$ cat src/verilog/cssc_pkg.sv
// constants for the clock synchronous serial channel
package cssc_pkg;
	// register offsets (word index == byte address / 4 not used; plain port)
	localparam logic [3:0] ADDR_TXBUF = 4'h0;
	localparam logic [3:0] ADDR_RXBUF = 4'h1;
	localparam logic [3:0] ADDR_BRG = 4'h2;
	localparam logic [3:0] ADDR_MODE = 4'h3;
	localparam logic [3:0] ADDR_CTRL = 4'h4;
	localparam logic [3:0] ADDR_IRQ_STAT = 4'h5;
	localparam logic [3:0] ADDR_IRQ_MASK = 4'h6;
	// mode register fields
	localparam int MODE_SRC_LSB = 0;
	localparam int MODE_CKDIR = 3;
	localparam int MODE_CTS_SEL = 4;
	localparam int MODE_FLOW_EN = 5;
	localparam int MODE_POL = 6;
	localparam int MODE_OPEN_DRAIN = 7;
	// control register fields
	localparam int CTRL_TX_EN = 0;
	localparam int CTRL_TX_EMPTY = 1;
	localparam int CTRL_RX_EN = 2;
	localparam int CTRL_RX_FULL = 3;
	localparam int CTRL_TX_IRQ_SEL = 4;
	localparam int CTRL_SHIFT_EMPTY = 5;
	localparam int CTRL_OVERRUN = 6;
	// interrupt status bits
	localparam int IRQ_TX = 0;
	localparam int IRQ_RX = 1;
	localparam int IRQ_OVR = 2;
	// reset values
	localparam logic [7:0] MODE_RESET = 8'h00;
	localparam logic [7:0] BRG_RESET = 8'h00;
	// word length and overrun point
	localparam logic [3:0] WORD_BITS = 4'h8;
	localparam logic [3:0] OVR_PERIODS = 4'h7;
endpackage

$ cat src/verilog/cssc_channel.sv
// one serial channel in clock synchronous mode
// Summary of operation
// - eight data bits per word
// - internal clock is source over 2(n+1)
// - external clock taken from transfer clock pin
// - flow control: cts, rts or none
// - send needs enable and full buffer
// - cts low required before sending when cts flow control is selected
// - receive needs rx, tx enable, word
// - tx irq select 0: on buffer move
// - tx irq select 1: after shift done
// - rx irq when word reaches buffer
// - overrun seven clocks into next word
// - divider n is eight bits
// - overrun still stores word, no rx irq
// - data out idles high or floats
module cssc_channel
	import cssc_pkg::*;
(
	// clock and reset
	input wire logic sys_clk,
	input wire logic rst,
	// register port
	input wire logic [3:0] reg_addr,
	input wire logic [7:0] reg_wdata,
	input wire logic reg_wr,
	input wire logic reg_rd,
	output logic [7:0] reg_rdata,
	// prescaled serial sources, one-cycle enables
	input wire logic undivided_serial_source,
	input wire logic half_rate_serial_source,
	input wire logic eighth_rate_serial_source,
	input wire logic thirtysecond_rate_serial_source,
	// serial pins
	input wire logic transfer_clock_pin_in,
	output logic transfer_clock_pin_out,
	output logic transfer_clock_pin_oe,
	output logic serial_data_out_pin,
	output logic serial_data_out_pin_oe,
	input wire logic serial_data_in_pin,
	input wire logic cts_n_pin,
	output logic rts_n_pin,
	// interrupt
	output logic irq
);
	typedef enum logic [1:0] {
		ST_IDLE = 2'b00,
		ST_FIRST = 2'b01,
		ST_SHIFT = 2'b10
	} cssc_state_type;

	// ----------------------------------------
	// pin synchronisers
	// ----------------------------------------
	logic [2:0] sync1_q;
	logic [2:0] sync2_q;
	always_ff @(posedge sys_clk or posedge rst) begin
		if (rst) begin
			sync1_q <= 3'h7;
			sync2_q <= 3'h7;
		end else begin
			sync1_q <= {cts_n_pin, serial_data_in_pin, transfer_clock_pin_in};
			sync2_q <= sync1_q;
		end
	end
	logic ext_clk, rxd, cts_n;
	assign ext_clk = sync2_q[0];
	assign rxd = sync2_q[1];
	assign cts_n = sync2_q[2];

	// ----------------------------------------
	// registers
	// ----------------------------------------
	logic [7:0] mode_q, brg_q, txbuf_q, rxbuf_q, rxsh_q, txsh_q;
	logic tx_en_q, rx_en_q, tx_empty_q, rx_full_q, tx_irq_sel_q, ovr_q;
	logic [2:0] stat_q, mask_q;
	cssc_state_type state_q;
	logic [3:0] bit_q;
	logic load, word_done, ovr_hit;
	logic [2:0] ev;
	logic wr_tx;
	assign wr_tx = reg_wr && reg_addr == ADDR_TXBUF;

	always_ff @(posedge sys_clk or posedge rst) begin
		if (rst) begin
			mode_q <= MODE_RESET;
			brg_q <= BRG_RESET;
			tx_en_q <= 1'b0;
			rx_en_q <= 1'b0;
			tx_irq_sel_q <= 1'b0;
			mask_q <= 3'h0;
			txbuf_q <= 8'h00;
		end else if (reg_wr) begin
			if (reg_addr == ADDR_BRG) brg_q <= reg_wdata;
			if (reg_addr == ADDR_MODE) mode_q <= reg_wdata;
			if (reg_addr == ADDR_TXBUF) txbuf_q <= reg_wdata;
			if (reg_addr == ADDR_IRQ_MASK) mask_q <= reg_wdata[2:0];
			if (reg_addr == ADDR_CTRL) begin
				tx_en_q <= reg_wdata[CTRL_TX_EN];
				rx_en_q <= reg_wdata[CTRL_RX_EN];
				tx_irq_sel_q <= reg_wdata[CTRL_TX_IRQ_SEL];
			end
		end
	end

	// ----------------------------------------
	// transfer clock
	// ----------------------------------------
	logic src_tick, int_clk_q, ext_clk_q, lead, trail;
	logic [7:0] div_q;
	always_comb begin
		unique case (mode_q[MODE_SRC_LSB +: 2])
			2'b00: src_tick = undivided_serial_source;
			2'b01: src_tick = half_rate_serial_source;
			2'b10: src_tick = eighth_rate_serial_source;
			2'b11: src_tick = thirtysecond_rate_serial_source;
		endcase
	end
	logic int_tick;
	assign int_tick = src_tick && div_q == 8'h00;
	// limitation: half period under five cycles outruns the input synchroniser
	// half period is n+1 source ticks; clock only runs while shifting
	always_ff @(posedge sys_clk or posedge rst) begin
		if (rst) begin
			div_q <= 8'h00;
			int_clk_q <= 1'b1;
		end else if (state_q == ST_IDLE) begin
			div_q <= brg_q;
			int_clk_q <= 1'b1;
		end else if (src_tick) begin
			div_q <= (div_q == 8'h00) ? brg_q : div_q - 8'h01;
			if (div_q == 8'h00) int_clk_q <= ~int_clk_q;
		end
	end
	always_ff @(posedge sys_clk or posedge rst) begin
		if (rst) ext_clk_q <= 1'b1;
		else ext_clk_q <= ext_clk;
	end
	// leading edge shifts out, trailing edge samples; pol flips both
	logic pol_idle;
	assign pol_idle = ~mode_q[MODE_POL];
	always_comb begin
		if (mode_q[MODE_CKDIR]) begin
			lead = ext_clk != ext_clk_q && ext_clk_q == pol_idle;
			trail = ext_clk != ext_clk_q && ext_clk_q != pol_idle;
		end else begin
			lead = int_tick && int_clk_q;
			trail = int_tick && !int_clk_q;
		end
	end
	always_ff @(posedge sys_clk or posedge rst) begin
		if (rst) begin
			transfer_clock_pin_out <= 1'b1;
			transfer_clock_pin_oe <= 1'b0;
		end else begin
			transfer_clock_pin_out <= int_clk_q ~^ pol_idle;
			transfer_clock_pin_oe <= ~mode_q[MODE_CKDIR];
		end
	end

	// ----------------------------------------
	// shifter
	// ----------------------------------------
	logic start_ok;
	// start only with word waiting and cts low if selected
	// external clock must sit at idle level
	assign start_ok = tx_en_q && !tx_empty_q
		&& !(mode_q[MODE_FLOW_EN] && mode_q[MODE_CTS_SEL] && cts_n)
		&& !(mode_q[MODE_CKDIR] && ext_clk != pol_idle);
	assign load = state_q == ST_IDLE && start_ok;
	// receive rides on a transmit start
	logic rx_active_q;
	always_ff @(posedge sys_clk or posedge rst) begin
		if (rst) begin
			state_q <= ST_IDLE;
			bit_q <= 4'h0;
			txsh_q <= 8'h00;
			rxsh_q <= 8'h00;
			rx_active_q <= 1'b0;
		end else begin
			unique case (state_q)
				ST_IDLE: if (load) begin
					state_q <= ST_FIRST;
					txsh_q <= txbuf_q;
					bit_q <= 4'h0;
					rx_active_q <= rx_en_q;
				end
				ST_FIRST: if (lead) state_q <= ST_SHIFT;
				ST_SHIFT: if (trail) begin
					rxsh_q <= {rxd, rxsh_q[7:1]};
					bit_q <= bit_q + 4'h1;
					if (bit_q == WORD_BITS - 4'h1) state_q <= ST_IDLE;
				end else if (lead) txsh_q <= {1'b1, txsh_q[7:1]};
				default: state_q <= ST_IDLE;
			endcase
		end
	end
	assign word_done = state_q == ST_SHIFT && trail && bit_q == WORD_BITS - 4'h1;
	// seventh sampling edge of next word while buffer unread
	assign ovr_hit = state_q == ST_SHIFT && trail && rx_active_q && rx_full_q
		&& bit_q == OVR_PERIODS - 4'h1;

	// ----------------------------------------
	// flags and buffers
	// ----------------------------------------
	logic rd_rx;
	assign rd_rx = reg_rd && reg_addr == ADDR_RXBUF;
	always_ff @(posedge sys_clk or posedge rst) begin
		if (rst) begin
			tx_empty_q <= 1'b1;
			rx_full_q <= 1'b0;
			ovr_q <= 1'b0;
			rxbuf_q <= 8'h00;
		end else begin
			// move sets empty, write clears; write wins
			if (wr_tx) tx_empty_q <= 1'b0;
			else if (load) tx_empty_q <= 1'b1;
			if (word_done && rx_active_q) begin
				rxbuf_q <= {rxd, rxsh_q[7:1]};
				rx_full_q <= 1'b1;
			end else if (rd_rx) rx_full_q <= 1'b0;
			if (ovr_hit) ovr_q <= 1'b1;
			else if (rd_rx) ovr_q <= 1'b0;
		end
	end

	// ----------------------------------------
	// interrupts
	// ----------------------------------------
	always_comb begin
		ev = 3'h0;
		ev[IRQ_TX] = tx_irq_sel_q ? word_done : load;
		// no receive event on overrun word
		ev[IRQ_RX] = word_done && rx_active_q && !ovr_q && !ovr_hit;
		ev[IRQ_OVR] = ovr_hit;
	end
	always_ff @(posedge sys_clk or posedge rst) begin
		if (rst) stat_q <= 3'h0;
		else if (reg_wr && reg_addr == ADDR_IRQ_STAT) stat_q <= (stat_q & ~reg_wdata[2:0]) | ev;
		else stat_q <= stat_q | ev;
	end
	always_ff @(posedge sys_clk or posedge rst) begin
		if (rst) irq <= 1'b0;
		else irq <= |(stat_q & mask_q);
	end

	// ----------------------------------------
	// pins and read port
	// ----------------------------------------
	// last bit held past its sampling edge
	// pin clock edge and idle level would otherwise move together
	logic tail_q;
	always_ff @(posedge sys_clk or posedge rst) begin
		if (rst) tail_q <= 1'b0;
		else tail_q <= word_done;
	end
	always_ff @(posedge sys_clk or posedge rst) begin
		if (rst) begin
			serial_data_out_pin <= 1'b1;
			serial_data_out_pin_oe <= 1'b0;
			rts_n_pin <= 1'b1;
		end else begin
			// idle high; open drain floats a one
			serial_data_out_pin <= (state_q == ST_SHIFT || tail_q) ? txsh_q[0] : 1'b1;
			serial_data_out_pin_oe <= ~mode_q[MODE_OPEN_DRAIN]
				|| ((state_q == ST_SHIFT || tail_q) && !txsh_q[0]);
			// rts low while ready to receive
			rts_n_pin <= ~(mode_q[MODE_FLOW_EN] && !mode_q[MODE_CTS_SEL]
				&& rx_en_q && !rx_full_q);
		end
	end
	always_ff @(posedge sys_clk or posedge rst) begin
		if (rst) reg_rdata <= 8'h00;
		else if (reg_rd) begin
			unique case (reg_addr)
				ADDR_TXBUF: reg_rdata <= txbuf_q;
				ADDR_RXBUF: reg_rdata <= rxbuf_q;
				ADDR_BRG: reg_rdata <= brg_q;
				ADDR_MODE: reg_rdata <= mode_q;
				ADDR_CTRL: reg_rdata <= {1'b0, ovr_q, state_q == ST_IDLE, tx_irq_sel_q,
					rx_full_q, rx_en_q, tx_empty_q, tx_en_q};
				ADDR_IRQ_STAT: reg_rdata <= {5'h00, stat_q};
				ADDR_IRQ_MASK: reg_rdata <= {5'h00, mask_q};
				default: reg_rdata <= 8'h00;
			endcase
		end else reg_rdata <= 8'h00;
	end

	// ----------------------------------------
	// checks
	// ----------------------------------------
	a_word_eight_bits: assert property (@(posedge sys_clk) disable iff (rst)
		word_done |=> state_q == ST_IDLE && bit_q == WORD_BITS)
		else $error("word ended on wrong bit");
	a_start_needs_word: assert property (@(posedge sys_clk) disable iff (rst)
		load |-> tx_en_q && !tx_empty_q) else $error("start without word");
	a_cts_gate: assert property (@(posedge sys_clk) disable iff (rst)
		load && mode_q[MODE_FLOW_EN] && mode_q[MODE_CTS_SEL] |-> !cts_n)
		else $error("start while cts high");
	a_empty_on_move: assert property (@(posedge sys_clk) disable iff (rst)
		load && !wr_tx |=> tx_empty_q) else $error("empty flag not set");
	a_tx_irq_early: assert property (@(posedge sys_clk) disable iff (rst)
		load && !tx_irq_sel_q |=> stat_q[IRQ_TX]) else $error("tx irq missing");
	a_tx_irq_late: assert property (@(posedge sys_clk) disable iff (rst)
		word_done && tx_irq_sel_q |=> stat_q[IRQ_TX]) else $error("tx irq missing");
	a_rx_store: assert property (@(posedge sys_clk) disable iff (rst)
		word_done && rx_active_q |=> rx_full_q && (rxbuf_q == (($past(rxsh_q) >> 1) |
		{$past(rxd), 7'h00}))) else $error("word not stored");
	a_idle_high: assert property (@(posedge sys_clk) disable iff (rst)
		$past(state_q) != ST_SHIFT && !$past(tail_q) |-> serial_data_out_pin)
		else $error("data out not idle");
	a_irq_level: assert property (@(posedge sys_clk) disable iff (rst)
		##1 irq == |($past(stat_q) & $past(mask_q))) else $error("irq mismatch");
endmodule

$ cat config.mk
export PLATFORM = sky130hd
export DESIGN_NAME = cssc_channel
export DESIGN_NICKNAME = d
export VERILOG_FILES = /design/src/verilog/cssc_pkg.sv /design/src/verilog/cssc_channel.sv
export SDC_FILE = /design/constraint.sdc
export NUM_CORES = 1
export LEC_CHECK = 0
export BUFFER_PORTS_ARGS = -buffer_cell sky130_fd_sc_hd__buf_4
export CELL_PAD_IN_SITES_DETAIL_PLACEMENT = 0
export CELL_PAD_IN_SITES_GLOBAL_PLACEMENT = 1
export CORE_MARGIN = 2
export CORE_UTILIZATION = 45
export DETAILED_ROUTE_END_ITERATION = 8
export GPL_ROUTABILITY_DRIVEN = 0
export PLACE_DENSITY = 0.83
export SLEW_MARGIN = 30
export SYNTH_ARGS = -nofsm -noshare
export SYNTH_HDL_FRONTEND = slang
export SYNTH_SLANG_ARGS = --single-unit
export TNS_END_PERCENT = 20
$ cat constraint.sdc
create_clock -name sys_clk -period 3.7 [get_ports sys_clk]
set_input_delay 0.37 -clock sys_clk [delete_from_list [all_inputs] [get_ports sys_clk]]
set_output_delay 0.37 -clock sys_clk [all_outputs]
set_load 0.02 [all_outputs]
==> summary.txt <==
Power and ir drop
  – Ratio of total power to cell area: around 640 mW/mm²
  – Sequential Power Share: 0.465
  – Sw Ratio: 0.378
  – P_sw: ~1300 µW
  – Logic pwr share: 0.320
  – Int Power: about 2100 µW
  – Clock Power Share: 0.214
  – Peak supply drop: between 0.0002 and 0.0003 V
  – Power, Total: 3400 µW
  – Leak: about 0.0023 µW

Setup path
  – Crit end category: flop
  – Req. time, crit path: just under 4000 ps
  – Kind of critical path: flop to flop
  – CP Max Fanout: 15
  – Critical path launch point type: flop
  – Arrival @ worst endpoint: about 2700 ps

Logic synthesis
  – Post-synthesis mux area share: 0.175
  – Post-synth EDFFs: 0
  – Syn_nets: between 400 and 500
  – Seq cells post-synth: slightly below 100
  – Synth Area in XOR/XNOR: 0.00560
  – Cell Area, Synth: about 0.0047 mm²
  – Top_reg_cell synth: dfrtp_1
  – Largest family of logic cells by synthesized area: multiplexers
  – Adder-Cell Fraction of Synth Area: 0.0107
  – Asr flop ratio synth: 1.00
  – Synth Area in Simple Gates: 0.157
  – Seq/Total Area, Yosys: 0.520
  – Synth Area in Compound Gates: 0.109
  – Mapped Avg Cell Area: ~11 µm²
  – Unique masters post-synth: 53
  – Syn Inst Count: ~430
  – Synth Warn #: 0

Place
  – HPWL Detailed: 7850 µm
  – Placed cell count: around 590
  – Placement Setup Slack: between 1000 and 1500 ps
  – Port buffer count: 36

STA
  – Setup WS post-layout: 1250 ps
  – Final setup violation count: 0
  – Sum of negative setup slack: 0 ps
  – Layout Skew: ~13 ps
  – Hold Fails Final Rpt: 0
  – Hold slack: approximately 90 ps
  – Fmax: around 410 MHz
  – Max-slew headroom: 0.440
  – Worst-margin pin slew: about 830 ps
  – Final Max Slew Viols: 0
  – RSZ-0062 raised after global routing: false
  – Fin crit period: about 2400 ps
  – Fin crit share: 0.661

Route
  – Iteration-0 DRC Markers: 219
  – Antenna-violating nets left: 0
  – Post-DR wirelength/cell: between 15 and 20 µm
  – Pre-antenna DRT Iters: 5
  – Via Count: around 3,500
  – # DRC: 0
  – DR vias/cell: ~5.8
  – WL final: ~11,000 µm

Clock tree
  – CTS H-tree depth: 3
  – Post-CTS setup buffers: 0
  – Num CTS Buffers: 9
  – CTS tree: done
  – CTS Buffer Depth: 2
  – Clk Latency, worst-skew pair: approximately 380 ps
  – CTS Sinks: between 90 and 100
  – Post-CTS Hold Buffers: 0
  – Resize count post-CTS: 0
  – Clock tree root driver cell: clkbuf_8
  – Clk slew on worst S/H paths: about 100 ps

Die
  – Die Span Y: 106 µm
  – Initial cell density of the core: 0.459
  – Die ar.: 0.0113 mm²
  – Die W: around 110 µm
  – Ports: 37
  – Core ar.: between 0.01 and 0.015 mm²
  – Standard-cell rows: 37

Layout
  – Layout cells sized above 1: 0.275
  – Ant diodes: 0
  – Area grow syn2layout: 13.1%
  – Most frequent cells in the layout: dfrtp_1 (85), mux2_2 (49), nor2_1 (43)
  – Fin nets: between 400 and 500
  – Commonest non-fill, non-tap cell in the layout: dfrtp_1
  – Sequential cell area: approximately 0.0024 mm²
  – Fill cell count: a little over 900
  – Final Instance Count excl. Fillers: ~600
  – Multi-input logic area: ~0.0022 mm²

Global routing
  – All-Layer GR Usage: 0.206
  – Gr ovfl total: 0
  – Vias in the first global route: between 3,000 and 4,000
  – Largest net degree at the start of global routing: 86
  – Initial antenna violation count: 0
  – First-pass GRT wire length: about 18,000 µm

Job
  – Max Cap Viol: 0

Run status
  – Status: finished clean

Min path
  – HP Class: primary input to flop
[sequential cells by signal, indices dropped and copies added, names as in the netlist, 2 cells and up]
register	cells
reg_rdata	8
rxsh_q	7
sync1_q	3
state_q	2
sync2_q	3
stat_q	3
mode_q	8
div_q	8
bit_q	4
mask_q	3
txbuf_q	8
rxbuf_q	8
brg_q	8
txsh_q	8
[through the flow]
stage	util	instance area, µm²
final	0.519	5310
after global routing	0.519	5310
after CTS	0.519	5310
after detailed placement	0.498	5100
after global placement	0.498	5090
after floorplan	-	4690
[cell families (layout without fill, tap and decap cells)]
group / count (synthesis) / count (layout)
buffers and inverters: 26 / 65
adders and majority gates: 4 / 4
muxes: 71 / 71
DFF: 97 / 97
xor gates and xnor gates: 3 / 3
and+or+nand+nor: 144 / 144
AOI/OAI and AO/OA: 82 / 82
[path summary, 6_finish.rpt]
path,depth (start not counted),end,slack (ps),from
max,5,rxbuf_q[3],1250,state_q[1]
min,1,sync1_q[1],90,serial_data_in_pin
max reg2reg,5,rxbuf_q[3],1250,state_q[1]
min reg2reg,0,sync2_q[0],360,sync1_q[0]
max in group asynchronous,3,ovr_q,2890,rst
min in group asynchronous,2,div_q[3],130,rst
[routing by layer]
layer  wire [µm]  part of all wire  track usage
met1        4970              0.45        0.280
met5           0                 0            0
met3         527             0.048       0.0380
met4         374             0.034        0.105
met2        5070              0.46        0.316
[synth_stat cells (3+ instances only)]
cell / count / area [µm²]
a21oi_1: 19 / 95.1
clkbuf_1: 13 / 48.8
dfrtp_1: 85 / 2130
dfstp_2: 12 / 315
ha_1: 4 / 50.1
inv_1: 10 / 37.5
mux2_2: 49 / 552
mux2i_1: 18 / 180
mux4_2: 4 / 90.1
nand2_1: 32 / 120
nand2b_1: 11 / 68.8
nand3_1: 11 / 55.1
nand3b_1: 3 / 22.5
nand4_1: 3 / 18.8
nor2_1: 43 / 161
nor2b_1: 6 / 37.5
nor3_1: 12 / 60.1
nor3b_1: 4 / 30.0
nor4_1: 4 / 25.0
nor4b_1: 3 / 26.3
o21ai_0: 25 / 125
o22ai_1: 11 / 68.8
o31ai_1: 3 / 22.5
xor2_1: 3 / 26.3
[power groups by stage]
stage / Sequential, µW / Clock, µW / Combinational, µW
after floorplan: 1520 / 0 / 820
after global placement: 1590 / 0 / 1040
after detailed placement: 1600 / 0 / 1080
after CTS: 1580 / 746 / 1080
after global routing: 1620 / 787 / 1220
final: 1580 / 730 / 1090
[worst max-delay path, stage by stage, from the launching register on]
cell and delay (ps):
dfrtp_1 610, inv_1 180, nor2_1 510, nand2_1 190
nor3_4 460, mux2_2 390
[cell type report]
class                      instances  share of cell area
inverter                          10             0.00801
clock inverter                     7              0.0158
tap                              136              0.0321
multi-input combinational        304               0.406
timing repair buffer              39              0.0551
clock buffer                       9              0.0233
sequential                        97               0.460
Note: power is estimated with default switching activity, not from simulation.
